<file path="config.mk">
export PLATFORM = sky130hd
export DESIGN_NAME = lhs_status
export DESIGN_NICKNAME = d
export VERILOG_FILES = /design/src/pkg/lhs_pkg.sv /design/src/core/lhs_status.sv
export VERILOG_INCLUDE_DIRS = /design/src /design/src/pkg
export SDC_FILE = /design/constraint.sdc
export NUM_CORES = 1
export LEC_CHECK = 0
export ABC_AREA = 1
export BUFFER_PORTS_ARGS = -buffer_cell sky130_fd_sc_hd__buf_2
export CELL_PAD_IN_SITES_DETAIL_PLACEMENT = 0
export CELL_PAD_IN_SITES_GLOBAL_PLACEMENT = 1
export CORE_ASPECT_RATIO = 0.7
export CORE_UTILIZATION = 49
export DETAILED_ROUTE_END_ITERATION = 10
export GPL_ROUTABILITY_DRIVEN = 0
export PLACE_DENSITY_LB_ADDON = 0.1
export REMOVE_ABC_BUFFERS = 1
export SYNTH_ARGS = -nofsm -noshare
export SYNTH_HDL_FRONTEND = slang
export SYNTH_SLANG_ARGS = --single-unit
</file>
<file path="constraint.sdc">
create_clock -name clk_i -period 7.8 [get_ports clk_i]
set_clock_uncertainty 0.2 [all_clocks]
set_input_delay 0 -clock clk_i [delete_from_list [all_inputs] [get_ports clk_i]]
set_output_delay 0 -clock clk_i [all_outputs]
set_load 0.005 [all_outputs]
</file>
<file path="src/pkg/lhs_cfg.svh">
`ifndef LHS_CFG_SVH
`define LHS_CFG_SVH

// ****************************************
// Register byte offsets
// ****************************************
`define LHS_ADR_CTL 8'h30
`define LHS_ADR_DIV 8'h34
`define LHS_ADR_STS 8'h38
`define LHS_ADR_ISR 8'h3c
`define LHS_ADR_IMR 8'h40

// ****************************************
// Field positions
// ****************************************
`define LHS_CTL_RESP 0
`define LHS_CTL_HDR 1
`define LHS_CTL_PAR 9
`define LHS_CTL_AUTO 11
`define LHS_STS_DET 0
`define LHS_STS_HE 1
`define LHS_STS_PE 2

// ****************************************
// Reset values and timing
// ****************************************
`define LHS_STS_RST 3'h0
`define LHS_DIV_RST 16'h196e
`define LHS_SYNC_PATTERN 8'h55
`define LHS_BREAK_BITS 11
`define LHS_HDR_BITS 48
`define LHS_SYNC_BITS 8
`define LHS_SYNC_FALLS 3'h4

`endif

</file>
<file path="src/pkg/lhs_pkg.sv">
package lhs_pkg;
    // Gray coded along idle, break, delimiter, sync, gap, identifier
    typedef enum logic [2:0] {
        LHS_IDLE = 3'h0,
        LHS_BRK = 3'h1,
        LHS_DELIM = 3'h3,
        LHS_SYNC = 3'h2,
        LHS_GAP = 3'h6,
        LHS_PID = 3'h7
    } lhs_state_t;
endpackage

</file>
<file path="src/core/lhs_status.sv">
// Added by the designer: the placing of the registers and the Wishbone interface to the registers.
`timescale 1ns/10ps
`include "lhs_cfg.svh"
// Contract
// RULE1 - Header receiver runs only while responder mode enable is set.
// RULE2 - Identifier parity mismatch sets the parity-error flag; otherwise it reads zero.
// RULE3 - Parity-error flag acts only with responder mode and parity check enabled.
// RULE4 - Writing one clears a flag; writing zero leaves it unchanged.
// RULE5 - Any header error in responder mode sets the sticky header-error flag; the code sets it only when header detection (ctl_hdr) is also enabled.
// RULE6 - Break delimiter shorter than half a bit is a header error.
// RULE7 - Missing stop bit in sync or identifier byte is a header error.
// RULE8 - Without auto resync, sync byte other than pattern is a header error.
// RULE9 - With auto resync, excessive sync baud deviation is a header error.
// RULE10 - With auto resync, sync measurement timeout is a header error.
// RULE11 - Header not complete within reception limit is a header error.
// RULE12 - Header flags act only with responder mode and header detection enabled.
// RULE13 - Complete break, sync and identifier sets the header-detected flag.
// RULE14 - Header-detected flag sets even when identifier parity is wrong.
// RULE15 - Flags reset to zero and never set while their enables are off.
module lhs_status
    import lhs_pkg::*;
#(
    parameter int CNT_W = 24
) (
    input wire logic clk_i, // 125 MHz clock
    input wire logic rst_i, // Synchronous reset, active high
    input wire logic rxd_i, // LIN receive line
    input wire logic wb_cyc_i, // Bus cycle
    input wire logic wb_stb_i, // Bus strobe
    input wire logic wb_we_i, // Write enable
    input wire logic [7:0] wb_adr_i, // Byte address
    input wire logic [31:0] wb_dat_i, // Write data
    input wire logic [3:0] wb_sel_i, // Byte lanes
    output logic [31:0] wb_dat_o, // Read data
    output logic wb_ack_o, // Acknowledge
    output logic irq_o // Level interrupt
);

    // ****************************************
    // Declarations
    // ****************************************
    logic ctl_resp, ctl_hdr, ctl_par, ctl_auto;
    logic next_ctl_resp, next_ctl_hdr, next_ctl_par, next_ctl_auto;
    logic [15:0] div_q, next_div_q;
    logic [2:0] flags, next_flags, isr, next_isr, imr, next_imr;
    logic [31:0] next_dat;
    logic next_ack, next_irq;
    lhs_state_t state, next_state;
    logic [CNT_W-1:0] cnt, next_cnt, hdr_cnt, next_hdr_cnt, meas, next_meas;
    logic [3:0] bitpos, next_bitpos;
    logic [7:0] shreg, next_shreg;
    logic [2:0] falls, next_falls;
    logic meas_ok, next_meas_ok, rx_q, rx_p;
    logic ev_he, ev_det, ev_pe, set_he, set_det, set_pe;
    logic [2:0] sets;
    logic commit, wr, rd, fall, tick, dev_bad;
    logic [CNT_W-1:0] div_w, half_w, brk_lim, hdr_lim, meas_nom;

    function automatic logic parity_bad(input logic [7:0] pid);
        logic p0, p1;
        p0 = pid[0] ^ pid[1] ^ pid[2] ^ pid[4];
        p1 = ~(pid[1] ^ pid[3] ^ pid[4] ^ pid[5]);
        return (p0 != pid[6]) || (p1 != pid[7]);
    endfunction

    function automatic logic [CNT_W-1:0] bits_to_cyc(input logic [15:0] d, input int n);
        return CNT_W'(32'(d) * n);
    endfunction

    assign div_w = CNT_W'(div_q);
    assign half_w = div_w >> 1;
    assign brk_lim = bits_to_cyc(div_q, `LHS_BREAK_BITS);
    assign hdr_lim = bits_to_cyc(div_q, `LHS_HDR_BITS);
    assign meas_nom = bits_to_cyc(div_q, `LHS_SYNC_BITS);
    assign fall = rx_p & ~rx_q;
    assign tick = (cnt == div_w - CNT_W'(1));
    assign dev_bad = (meas > meas_nom + div_w) || (meas + div_w < meas_nom);

    // ****************************************
    // Header receiver
    // ****************************************
    always_comb begin
        next_state = state;
        next_cnt = cnt + CNT_W'(1);
        next_hdr_cnt = hdr_cnt;
        next_bitpos = bitpos;
        next_shreg = shreg;
        next_meas = meas;
        next_falls = falls;
        next_meas_ok = meas_ok;
        ev_he = 1'b0;
        ev_det = 1'b0;
        ev_pe = 1'b0;
        case (state)
            LHS_IDLE: begin
                next_cnt = '0;
                next_hdr_cnt = '0;
                if (fall) begin
                    next_state = LHS_BRK;
                end
            end
            LHS_BRK: begin
                // A short low is an ordinary character, not a header error
                if (rx_q) begin
                    next_cnt = '0;
                    next_state = (cnt >= brk_lim) ? LHS_DELIM : LHS_IDLE;
                end
            end
            LHS_DELIM, LHS_GAP: begin
                if (fall && state == LHS_DELIM && cnt < half_w) begin
                    ev_he = 1'b1; // see RULE6
                    next_state = LHS_IDLE;
                end else if (fall) begin
                    next_state = (state == LHS_DELIM) ? LHS_SYNC : LHS_PID;
                    next_cnt = half_w;
                    next_bitpos = 4'h0;
                    next_meas = '0;
                    next_falls = 3'h0;
                    next_meas_ok = 1'b0;
                end
            end
            LHS_SYNC, LHS_PID: begin
                if (state == LHS_SYNC && !meas_ok) begin
                    // Start edge to fifth falling edge spans eight bit times
                    next_meas = meas + CNT_W'(1);
                    if (fall) begin
                        next_falls = falls + 3'h1;
                        next_meas_ok = (falls + 3'h1 == `LHS_SYNC_FALLS);
                        next_meas = meas;
                    end
                    if (ctl_auto && meas >= (meas_nom << 1)) begin
                        ev_he = 1'b1; // see RULE10
                        next_state = LHS_IDLE;
                    end
                end
                if (tick && next_state != LHS_IDLE) begin
                    next_cnt = '0;
                    next_bitpos = bitpos + 4'h1;
                    if (bitpos >= 4'h1 && bitpos <= 4'h8) begin
                        next_shreg = {rx_q, shreg[7:1]};
                    end
                    if (bitpos == 4'h9 && state == LHS_SYNC && ctl_auto && !meas_ok) begin
                        // Stop sample waits for the measurement or its timeout
                        next_bitpos = bitpos;
                    end else if (bitpos == 4'h9) begin
                        next_state = LHS_IDLE;
                        if (!rx_q) begin
                            ev_he = 1'b1; // see RULE7
                        end else if (state == LHS_PID) begin
                            ev_det = 1'b1; // see RULE13, RULE14
                            ev_pe = parity_bad(shreg); // see RULE2
                        end else if (!ctl_auto && shreg != `LHS_SYNC_PATTERN) begin
                            ev_he = 1'b1; // see RULE8
                        end else if (ctl_auto && dev_bad) begin
                            ev_he = 1'b1; // see RULE9
                        end else begin
                            next_state = LHS_GAP;
                        end
                    end
                end
            end
            default: begin
                next_state = LHS_IDLE;
            end
        endcase
        if (state != LHS_IDLE) begin
            next_hdr_cnt = hdr_cnt + CNT_W'(1);
            if (hdr_cnt >= hdr_lim && !ev_det) begin
                ev_he = 1'b1; // see RULE11
                next_state = LHS_IDLE;
            end
        end
        if (!ctl_resp) begin
            next_state = LHS_IDLE; // see RULE1
        end
    end

    always_ff @(posedge clk_i) begin
        if (rst_i) begin
            state <= LHS_IDLE;
            cnt <= '0;
            hdr_cnt <= '0;
            bitpos <= 4'h0;
            shreg <= 8'h00;
            meas <= '0;
            falls <= 3'h0;
            meas_ok <= 1'b0;
            rx_q <= 1'b1;
            rx_p <= 1'b1;
        end else begin
            state <= next_state;
            cnt <= next_cnt;
            hdr_cnt <= next_hdr_cnt;
            bitpos <= next_bitpos;
            shreg <= next_shreg;
            meas <= next_meas;
            falls <= next_falls;
            meas_ok <= next_meas_ok;
            rx_q <= rxd_i;
            rx_p <= rx_q;
        end
    end

    // ****************************************
    // Flags, interrupts and bus slave
    // ****************************************
    assign set_he = ev_he & ctl_resp & ctl_hdr; // see RULE5, RULE12, RULE15
    assign set_det = ev_det & ctl_resp & ctl_hdr; // see RULE12, RULE15
    assign set_pe = ev_pe & ctl_resp & ctl_par; // see RULE3, RULE15
    assign sets = {set_pe, set_he, set_det};
    // Writes and read clears land on the edge where the master sees ack
    assign commit = wb_cyc_i & wb_stb_i & wb_ack_o;
    assign wr = commit & wb_we_i;
    assign rd = commit & ~wb_we_i;

    always_comb begin
        next_ctl_resp = ctl_resp;
        next_ctl_hdr = ctl_hdr;
        next_ctl_par = ctl_par;
        next_ctl_auto = ctl_auto;
        next_div_q = div_q;
        next_imr = imr;
        next_flags = flags;
        next_isr = isr;
        if (wr && wb_adr_i == `LHS_ADR_CTL) begin
            if (wb_sel_i[0]) begin
                next_ctl_resp = wb_dat_i[`LHS_CTL_RESP];
                next_ctl_hdr = wb_dat_i[`LHS_CTL_HDR];
            end
            if (wb_sel_i[1]) begin
                next_ctl_par = wb_dat_i[`LHS_CTL_PAR];
                next_ctl_auto = wb_dat_i[`LHS_CTL_AUTO];
            end
        end
        if (wr && wb_adr_i == `LHS_ADR_DIV) begin
            if (wb_sel_i[0]) next_div_q[7:0] = wb_dat_i[7:0];
            if (wb_sel_i[1]) next_div_q[15:8] = wb_dat_i[15:8];
        end
        if (wr && wb_adr_i == `LHS_ADR_IMR && wb_sel_i[0]) begin
            next_imr = wb_dat_i[2:0];
        end
        if (wr && wb_adr_i == `LHS_ADR_STS && wb_sel_i[0]) begin
            next_flags = flags & ~wb_dat_i[2:0]; // see RULE4
        end
        if (rd && wb_adr_i == `LHS_ADR_ISR) begin
            next_isr = 3'h0;
        end
        // A set in the clearing cycle wins
        next_flags = next_flags | sets;
        next_isr = next_isr | sets;
        next_irq = |(next_isr & next_imr);
        next_ack = wb_cyc_i & wb_stb_i & ~wb_ack_o;
        case (wb_adr_i)
            `LHS_ADR_CTL: next_dat = 32'(ctl_resp) << `LHS_CTL_RESP | 32'(ctl_hdr) << `LHS_CTL_HDR
                | 32'(ctl_par) << `LHS_CTL_PAR | 32'(ctl_auto) << `LHS_CTL_AUTO;
            `LHS_ADR_DIV: next_dat = {16'h0000, div_q};
            `LHS_ADR_STS: next_dat = {29'h0, flags};
            `LHS_ADR_ISR: next_dat = {29'h0, isr};
            `LHS_ADR_IMR: next_dat = {29'h0, imr};
            default: next_dat = 32'h0000_0000;
        endcase
    end

    always_ff @(posedge clk_i) begin
        if (rst_i) begin
            ctl_resp <= 1'b0;
            ctl_hdr <= 1'b0;
            ctl_par <= 1'b0;
            ctl_auto <= 1'b0;
            div_q <= `LHS_DIV_RST;
            imr <= 3'h0;
            flags <= `LHS_STS_RST;
            isr <= 3'h0;
            irq_o <= 1'b0;
            wb_ack_o <= 1'b0;
            wb_dat_o <= 32'h0000_0000;
        end else begin
            ctl_resp <= next_ctl_resp;
            ctl_hdr <= next_ctl_hdr;
            ctl_par <= next_ctl_par;
            ctl_auto <= next_ctl_auto;
            div_q <= next_div_q;
            imr <= next_imr;
            flags <= next_flags;
            isr <= next_isr;
            irq_o <= next_irq;
            wb_ack_o <= next_ack;
            wb_dat_o <= next_dat;
        end
    end

    // ****************************************
    // Assertions
    // ****************************************
    resp_off_idle_a: assert property (@(posedge clk_i) disable iff (rst_i) // see RULE1
        !ctl_resp |=> state == LHS_IDLE) else $error("receiver active while responder off");
    flag_clear_a: assert property (@(posedge clk_i) disable iff (rst_i) // see RULE4
        wr && wb_adr_i == `LHS_ADR_STS && wb_sel_i[0] && wb_dat_i[1] && !set_he
        |=> !flags[`LHS_STS_HE]) else $error("header error flag not cleared");
    write_zero_keep_a: assert property (@(posedge clk_i) disable iff (rst_i) // see RULE4
        flags[`LHS_STS_DET] && wr && !wb_dat_i[0] |=> flags[`LHS_STS_DET])
        else $error("flag lost on write of zero");
    pe_gate_a: assert property (@(posedge clk_i) disable iff (rst_i) // see RULE3
        $rose(flags[`LHS_STS_PE]) |-> $past(ctl_resp) && $past(ctl_par))
        else $error("parity flag set while disabled");
    he_gate_a: assert property (@(posedge clk_i) disable iff (rst_i) // see RULE12
        $rose(flags[`LHS_STS_HE]) |-> $past(ctl_resp) && $past(ctl_hdr))
        else $error("header error flag set while disabled");
    det_parity_a: assert property (@(posedge clk_i) disable iff (rst_i) // see RULE14
        ev_det && ev_pe && ctl_resp && ctl_hdr && ctl_par
        |=> flags[`LHS_STS_DET] && flags[`LHS_STS_PE]) else $error("detect lost on bad parity");
    sync_pattern_a: assert property (@(posedge clk_i) disable iff (rst_i) // see RULE8
        state == LHS_SYNC && tick && bitpos == 4'h9 && rx_q && !ctl_auto
        && shreg != `LHS_SYNC_PATTERN && ctl_resp && ctl_hdr
        |=> flags[`LHS_STS_HE] && state == LHS_IDLE) else $error("bad sync not flagged");
    frame_stop_a: assert property (@(posedge clk_i) disable iff (rst_i) // see RULE7
        (state == LHS_SYNC || state == LHS_PID) && tick && bitpos == 4'h9 && !rx_q
        && !(state == LHS_SYNC && ctl_auto && !meas_ok)
        |=> state == LHS_IDLE ##0 !(ctl_resp && ctl_hdr) || flags[`LHS_STS_HE])
        else $error("framing error not flagged");
    reset_flags_a: assert property (@(posedge clk_i) // see RULE15
        rst_i |=> flags == 3'h0 && !irq_o) else $error("flags not zero after reset");
    ack_pulse_a: assert property (@(posedge clk_i) disable iff (rst_i)
        wb_ack_o |=> !wb_ack_o) else $error("ack held two cycles");
endmodule

</file>
Yosys cells after proc, flatten, opt, wreduce, memory -nomap -nowiden
Index checks and enable logic that the tools add are counted.
{ "word_totals": {"regBits": 156, "input_bits": 50, "out_inout_bits": 34, "word_cells": 210} }
{ "classes": {"add_sub_neg": 8, "n_mul": 2, "magnitude_cmp": 8, "n_eq_ne": 23, "n_mux": 75, "bitwise_logic": 31, "reduce_logical": 41} }
{ "ops": {"columns": ["cell", "n"], "rows": [
  ["$mux W24", 10],
  ["$pmux W24 S4", 1],
  ["$pmux W16 S5", 1],
  ["$add A24 B1 Y24 const B", 3],
  ["$mux W3", 24],
  ["$ge A24 B20 Y1", 2],
  ["$pmux W24 S2", 1],
  ["$eq A8 B6 Y1 const B", 4],
  ["$mux W1", 28],
  ["$add A24 B16 Y24", 1],
  ["$eq A24 B24 Y1", 1],
  ["$ge A24 B22 Y1", 1],
  ["$gt A24 B20 Y1", 1],
  ["$lt A24 B15 Y1", 1],
  ["$lt A24 B19 Y1", 1],
  ["$add A19 B16 Y20", 1],
  ["$mul A16 B4 Y20 const B", 1],
  ["$logic_and A1 B1 Y1", 19],
  ["$mul A16 B2 Y18 const B", 1],
  ["$sub A16 B1 Y17 const B", 1],
  ["$mux W4", 4],
  ["$reduce_and A5 Y1", 3],
  ["$ne A2 B2 Y1 const B", 7],
  ["$and A1 B1 Y1", 12],
  ["other kinds (33)", 59]
]} }

Longest topological paths before layout
Gate-level depths: netlist (run 1).
{ "depth": {"ltp_word": 19, "depth_mapped": 33, "mapped_depth_nobuf": 33} }

Worst setup path before layout (run 1)
Ideal clock, no wire load.
{ "synth_timing": {"path_kind": "flip-flop to flip-flop", "from": "register div_q[4]", "to": "register state[0]", "setup_ns": 0.109, "arrival_time_ns": 4.323, "t_required_ns": 7.491, "path_slack_ns": 3.168, "stages_incl_launch_ff": 28, "n_path_buf": 0, "synth_period_minus_slack_ns": 4.632, "cell_sequence": "dfxtp_1 > ha_1 > inv_1 > fa_1 > inv_1 > ha_1 > inv_1 > o21ai_0 > a31oi_1 > o21ai_0 > a21oi_1 > o21ai_0 > a21oi_1 > o21ai_0 > a21oi_1 > nor2_1 > nor2_1 > xor2_1 > ha_1 > a21oi_1 > nor2_1 > a2111oi_0 > a21boi_0 > nand4_1 > nand3_1 > o211ai_1 > nand2_1 > inv_1"} }
{ "synth_via": {"elab_chain_len": 13, "elab_cells_between_ends": 28, "cone_classes": "add/sub (1); mul (2); order compare (4); eq/ne (1); mux (14); reduce/logical (6)"} }
{ "synth_lines": {"columns": ["element", "line_no", "source"], "rows": [
  ["start: declaration", "lhs_status.sv:44", "logic [15:0] div_q, next_div_q;"],
  ["start signal: assignment", "lhs_status.sv:270", "div_q <= `LHS_DIV_RST;"],
  ["start signal: assignment", "lhs_status.sv:282", "div_q <= next_div_q;"],
  ["parallel branches: the longest is 12 deep, another holds $ge A24 B20 Y1", null, null],
  ["$mux W3 *", "lhs_status.sv:166", "if (state != LHS_IDLE) begin"],
  ["end signal: assignment", "lhs_status.sv:191", "state <= next_state;"],
  ["end: declaration", "lhs_status.sv:48", "lhs_state_t state, next_state;"]
]} }
Every way passes the cells marked *. The select of a mux whose other input is x is not followed.
A chain may end at the register's enable or synchronous reset.

Worst setup path in the final report (run 1)
{ "layout_timing": {"from": "register div_q[9]", "to": "register state[0]"} }
The elaborated chain is that of the path after synthesis.

==> impl_results.md, run 1 <==
- Post-synth EDFFs: 0
- Final min period: 6.48 ns
- Max_slew headroom: 12.2%
- Inserted Diodes: 0
- P_leak: 7.39 nW
- Bufs on Longest Clock Path: 2
- Layout cell share with drive strength beyond 1: 6.25%
- Synthesis warning total: 0
- Critical path peak fanout: 10
- Final Setup Violations: 0
- HP Class: in -> reg
- Peak supply drop: 0.161 mV
- Die footprint: 28900 sq um
- Sequential area share after synthesis: 20.2%
- DIE WIDTH: 203 microns
- Vias: 13600
- FF-to-FF End: state[0]
- Data arrival, critical path: 6.63 ns
- Overall power: 0.00158 W
- Clk Tree Root Cell: clkbuf_16
- Startpoint types: flop
- Pre-CTS setup slack: 1.53 ns
- Post-CTS sizing: 0
- WL per Instance: 17.4 microns
- Hold Fails Final Rpt: 0
- Post-route DRC: 0
- Hold_ws: 0.0626 ns
- Tot GR Track Use: 30.6%
- WL final: 43.5 mm
- Tightest Pin Transition: 1.28 ns
- Synthesis-to-layout area growth: 12.8%
- Port Buffers: 49
- Cts hold-fix bufs: 57
- Vias per cell: 5.44
- Initial drt markers: 1302
- Antenna violations before repair: 1
- Core Footprint: 27800 sq um
- Syn_area_per_cell: 6.91 sq um
- CTS Buf Count: 17
- Cells after synthesis: 2005
- Worst setup path endpoint: state[0]
- Asr flop ratio synth: 0%
- First-pass GRT wire length: 67.9 mm
- Main synth FF type: dfxtp_1
- DP HPWL: 33.6 mm
- WP data required: 7.95 ns
- Setup TNS: 0 ns
- Reg-to-reg slack, setup: 1.32 ns
- Count of cell types in the netlist: 60
- Setup WS post-layout: 1.32 ns
- Pin count of the biggest net entering global routing: 49
- Die H: 143 microns
- Maxcap violations: 0
- Worst R2R Start: div_q[9]
- H-tree levels: 4
- Setup CP Type: reg -> reg
- Global route overflow: 0
- Worst skew pair latency: 0.46 ns
- Number of global-route vias before repair: 12200
- RSZ-0062 raised after global routing: false
- DRT Pass-1 Iters: 5
- Post-CTS Setup Bufs: 0
- Power per cell area: 101 nW/um^2
- Remaining antenna violation count: 0
- Nets: 2397
- DP Cell Count: 2413
- Final Slew Violations: 0
- Worst Reg-to-Reg Cells: 24
- Crit path from: div_q[9]
- Period Utilization, post-route: 83.1%
- Post-Syn Area: 13800 sq um
- Clk pin slew, worst setup/hold paths: 0.06 ns
- Row count: 51
- CTS tree: done
- Synth Register Bits: 140
- Critical Path Sink Type: flop
- Post-synth top area share: 20.2%
- # clock sinks: 140
- Fmax: 154 MHz
- Synth top area cells: dfxtp_1 20%, ha_1 19%, nand2_1 10%, inv_1 8.5%, a21oi_1 6.3%
- Initial Util: 49.9%
- I/O Pins: 84
- Leading area contributor after synthesis: dfxtp_1
- Non-Filler Instances: 2500
- Status: completed
==> final cells by class <==
type	count	area [sq um]
clock buffers	19	453
clock inverters	11	109
fillers	2738	12100
inverters	321	1200
multi-input cells	1518	9670
flip-flops and latches	140	2800
well taps	371	464
repair buffers	120	921
==> how the worst min path moves through the flow <==
| stage | from | to | cells past startpoint |
|---|---|---|---|
| 2_1_floorplan | rst_i | cnt[1] | 1 |
| 3_3_place_gp | rxd_i | rx_q | 2 |
| 5_1_grt | rxd_i | rx_q | 3 |
| 6_report | rxd_i | rx_q | 3 |
| 3_5_place_dp | rxd_i | rx_q | 2 |
| 4_1_cts | rxd_i | rx_q | 3 |
==> cell families (layout without fill, tap and decap cells) <==
logic type,Yosys count,count (layout),synth area share [%]
simple gates,808,808,26.1
buf+inv,362,471,10.4
compound gates,354,354,14.7
fa+ha+maj,229,229,21.5
flops,140,140,20.2
xor+xnor,111,111,7.02
other cells,1,16,0.0271
==> cells in the final DEF (no fill, tap or decap), types with 7 or more instances in the layout <==
cell type / count
nand2_1: 372
inv_1: 315
ha_1: 214
a21oi_1: 175
nor2_1: 165
dfxtp_1: 140
nand3_1: 84
xor2_1: 84
o21ai_0: 73
nor3_1: 72
dlygate4sd3_1: 57
buf_2: 49
nand4_1: 42
xnor2_1: 27
nor4_1: 20
o211ai_1: 18
a211oi_1: 17
clkbuf_16: 17
conb_1: 16
fa_1: 15
o21bai_1: 14
buf_4: 14
a31oi_1: 13
o22ai_1: 9
nor3b_1: 8
nand2_2: 8
or2_2: 7
==> flip-flops by register name (all words and copies together), names as in the netlist, 3 cells and up <==
name      count
wb_dat_o     16
isr           3
div_q        16
imr           3
falls         3
shreg         8
hdr_cnt      24
bitpos        4
meas         24
cnt          24
flags         3
state         3
==> cells in the mapped netlist, types with 2 or more instances <==
cell / instances
nand2_1: 372
inv_1: 315
ha_1: 214
a21oi_1: 175
nor2_1: 165
dfxtp_1: 140
nand3_1: 84
xor2_1: 84
o21ai_0: 73
nor3_1: 72
nand4_1: 42
xnor2_1: 27
nor4_1: 20
o211ai_1: 18
a211oi_1: 17
buf_4: 16
fa_1: 15
clkbuf_1: 14
o21bai_1: 14
a31oi_1: 13
o22ai_1: 9
nand2_2: 8
nor3b_1: 8
or2_2: 7
buf_2: 6
nor2_2: 6
clkinv_1: 5
nor3_2: 5
o221ai_1: 5
a2111oi_0: 4
a21o_1: 4
buf_1: 4
nand3b_1: 4
o21a_1: 4
nor2_4: 3
o2111ai_1: 3
o31ai_1: 3
a21boi_0: 2
a221oi_1: 2
and2_1: 2
nor4_2: 2
==> power breakdown <==
part | internal [W] | leakage (nW) | total [W] | switching (W)
Combinational | 0.0000202 | 5.98 | 0.0000482 | 0.0000280
Clock | 0.000455 | 0.276 | 0.000811 | 0.000355
Sequential | 0.000715 | 1.13 | 0.000716 | 0.000000958
Total | 0.00119 | 7.39 | 0.00158 | 0.000384
==> layer usage <==
| metal | GRT usage, % | share of wire, % |
|---|---|---|
| met4 | 6.21 | 1.1 |
| met2 | 43.4 | 39 |
| met5 | 0 | 0 |
| met1 | 46.2 | 50 |
| met3 | 7.33 | 9.4 |
==> metrics by stage <==
stage / util, % / cell area, sq um
after global routing: 56.3 / 15600
final: 56.3 / 15600
after CTS: 56.3 / 15600
after global placement: 52.2 / 14500
after floorplan: - / 13700
after detailed placement: 52.2 / 14500
==> critical path, cell delays in order (launching register included) <==
cell and delay (ns):
dfxtp_1 0.68, inv_1 0.44, fa_1 0.64, inv_1 0.04
ha_1 0.36, nand4_1 0.10, o21ai_0 0.50, a21oi_1 0.13
o21ai_0 0.30, a21oi_1 0.10, o21ai_0 0.32, a21oi_1 0.11
nor2_1 0.10, nor2_1 0.06, xor2_1 0.15, ha_1 0.18
a21oi_1 0.13, nor2_1 0.05, a2111oi_0 0.53, a21boi_0 0.59
nand4_1 0.27, nand3_1 0.18, o211ai_1 0.10, nand2_1 0.08
inv_1 0.04
(Power assumes the default switching activity.)
==> run 2, diff against run 1 <==
--- a/config.mk
+++ b/config.mk
@@ -11,7 +11,7 @@
 export CELL_PAD_IN_SITES_DETAIL_PLACEMENT = 0
 export CELL_PAD_IN_SITES_GLOBAL_PLACEMENT = 1
 export CORE_ASPECT_RATIO = 0.7
-export CORE_UTILIZATION = 49
+export CORE_UTILIZATION = 41
 export DETAILED_ROUTE_END_ITERATION = 10
 export GPL_ROUTABILITY_DRIVEN = 0
 export PLACE_DENSITY_LB_ADDON = 0.1
==> constraint.sdc (replaced) <==
create_clock -name clk_i -period 5.7 [get_ports clk_i]
set_clock_uncertainty 0.2 [all_clocks]
set_input_delay 0 -clock clk_i [delete_from_list [all_inputs] [get_ports clk_i]]
set_output_delay 0 -clock clk_i [all_outputs]
set_load 0.005 [all_outputs]
==> impl_results.md, run 2 (same netlist as run 1, synthesis figures left out) <==
- Initial drt markers: 1152 (-12%)
- DP Cell Count: 2521 (+4.5%)
- Non-Filler Instances: 2604 (+4.2%)
- Setup TNS: 0 ns (unchanged)
- DP HPWL: 36.6 mm (+8.7%)
- Nets: 2443 (+1.9%)
- Remaining antenna violation count: 0 (unchanged)
- Row count: 55 (+7.8%)
- Worst skew pair latency: 0.47 ns (about the same)
- Vias: 13800 (+1.3%)
- WP buf/inv: 6 (+3)
- P_leak: 7.64 nW (+3.4%)
- Tightest Pin Transition: 1.13 ns (-0.156 ns)
- Final min period: 5.38 ns (-1.10 ns)
- Hold Fails Final Rpt: 0 (unchanged)
- Delay of the slowest critical-path stage: 0.52 ns (-0.16 ns)
- Synthesis-to-layout area growth: 15.9%
- Clk pin slew, worst setup/hold paths: 0.07 ns (about the same)
- Post-CTS Setup Bufs: 0 (unchanged)
- CTS tree: done
- WL final: 46.3 mm (+6.3%)
- # clock sinks: 140 (unchanged)
- Setup WS post-layout: 0.320 ns (-0.997 ns)
- Die H: 156 microns (+9.2%)
- Largest regs: cnt: 24 flops, hdr_cnt: 24 flops, meas: 24 flops
- Data arrival, critical path: 5.55 ns (-1.08 ns)
- Period Utilization, post-route: 94.4% (+11 points)
- Inserted Diodes: 0 (unchanged)
- Clk Tree Root Cell: clkbuf_16
- Final core utilization: 49.0% (-7.3 points)
- DRT Pass-1 Iters: 5 (unchanged)
- Critical path peak fanout: 3 (-7)
- Antenna violations before repair: 1 (unchanged)
- H-tree levels: 4 (unchanged)
- CTS Buf Count: 17 (unchanged)
- Vias per cell: 5.28 (-2.8%)
- WL per Instance: 17.8 microns (+2.1%)
- Maxcap violations: 0 (unchanged)
- Pin count of the biggest net entering global routing: 66 (+35%)
- Slowest cell on the critical path: fa_1
- Family with the most delay on the worst path: compound AO/OA/AOI/OAI gates
- Die footprint: 34500 sq um (+19%)
- Final Setup Violations: 0 (unchanged)
- Initial Util: 42.3% (-7.6 points)
- Final Slew Violations: 0 (unchanged)
- Critical Path Sink Type: flop
- Setup CP Type: reg -> reg
- DIE WIDTH: 222 microns (+9.2%)
- Bufs on Longest Clock Path: 2 (unchanged)
- Power per cell area: 136 nW/um^2 (+34%)
- Pre-CTS setup slack: 0.0604 ns (-1.47 ns)
- Pint: 0.00159 W (+33%)
- Max_slew headroom: 24.1% (+12 points)
- WP data required: 5.87 ns (-2.08 ns)
- Post-route DRC: 0 (unchanged)
- Layout cell share with drive strength beyond 1: 8.73% (+2.5 points)
- Core Footprint: 32800 sq um (+18%)
- Tot GR Track Use: 27.5% (-3.1 points)
- Switching portion of total power: 27.1% (+2.7 points)
- Global route overflow: 0 (unchanged)
- First-pass GRT wire length: 72.9 mm (+7.4%)
- RSZ-0062 raised after global routing: false
- Status: completed
- Fmax: 186 MHz (+21%)
- I/O Pins: 84 (unchanged)
- Port Buffers: 49 (unchanged)
- Switching power total: 0.000590 W (+54%)
- Startpoint types: flop
- HP Class: in -> reg
- Commonest non-fill, non-tap cell in the layout: nand2_1
- Seq pwr share: 45.0% (-0.5 points)
- Clock group share of total power: 52.0% (+0.5 points)
- Hold_ws: 0.0527 ns (-0.00986 ns)
- Logic gate share of total power: 3.0% (about the same)
- Commonest non-fill, non-tap cells in the layout: 372 x nand2_1, 315 x inv_1, 214 x ha_1
- Number of global-route vias before repair: 12800 (+5.1%)
- Peak supply drop: 0.205 mV (+27%)
## run 2: changes by cell type in the layout (fill, tap and decap cells not counted), sizes merged
| cell | previous run | this run |
|---|---|---|
| clkinv | 10 | 9 |
| buf | 63 | 115 |
| clkbuf | 19 | 17 |
| bufinv | 1 | 0 |
| clkinvlp | 1 | 4 |
| inv | 320 | 323 |
| dlygate4sd3 | 57 | 51 |
## run 2: repair_timing
item,in CTS,in global routing
endpoints found under the hold margin,39,0
resized for setup,1,5
setup endpoints to repair,1,2
hold buffers,51,0
## run 2: final timing paths
kind | startpoint | endpoint | slack, ns | cells after the start
worst max-delay path | div_q[4] | state[0] | 0.32 | 29
worst min-delay path | rxd_i | rx_q | 0.05 | 3
worst max register to register | div_q[4] | state[0] | 0.32 | 29
worst min register to register | hdr_cnt[0] | hdr_cnt[0] | 0.24 | 1
## run 2: layer usage
metal / wire, microns / track usage [%]
met1: 24100 / 41.9
met5: 0 / 0
met4: 604 / 5.79
met2: 17700 / 38.6
met3: 3820 / 6.31
## run 2: area by class of cell
type	count	area, sq um
fillers	3335	16700
multi-input cells	1518	9680
flip-flops and latches	140	2800
repair buffers	166	1250
inverters	321	1200
well taps	427	534
clock buffers	17	425
clock inverters	15	151
## run 2: power by group through the flow
stage | logic, W | registers (W) | clock network (W)
finish | 0.0000652 | 0.000980 | 0.00113
global route | 0.0000712 | 0.000980 | 0.00120
CTS | 0.0000639 | 0.000980 | 0.00116
detailed placement | 0.0000471 | 0.00100 | 0
global placement | 0.0000470 | 0.00100 | 0
floorplan | 0.0000170 | 0.00100 | 0
## run 2: worst min-delay path: stages
cell           delay (ns)
dlygate4sd3_1        0.52
buf_2                0.09
or2_2                0.08
## run 2: stage by stage
stage               power [W]  cell area [sq um]
floorplan             0.00102              13700
global placement      0.00105              14900
detailed placement    0.00105              14900
CTS                   0.00221              16000
global route          0.00225              16100
finish                0.00218              16100
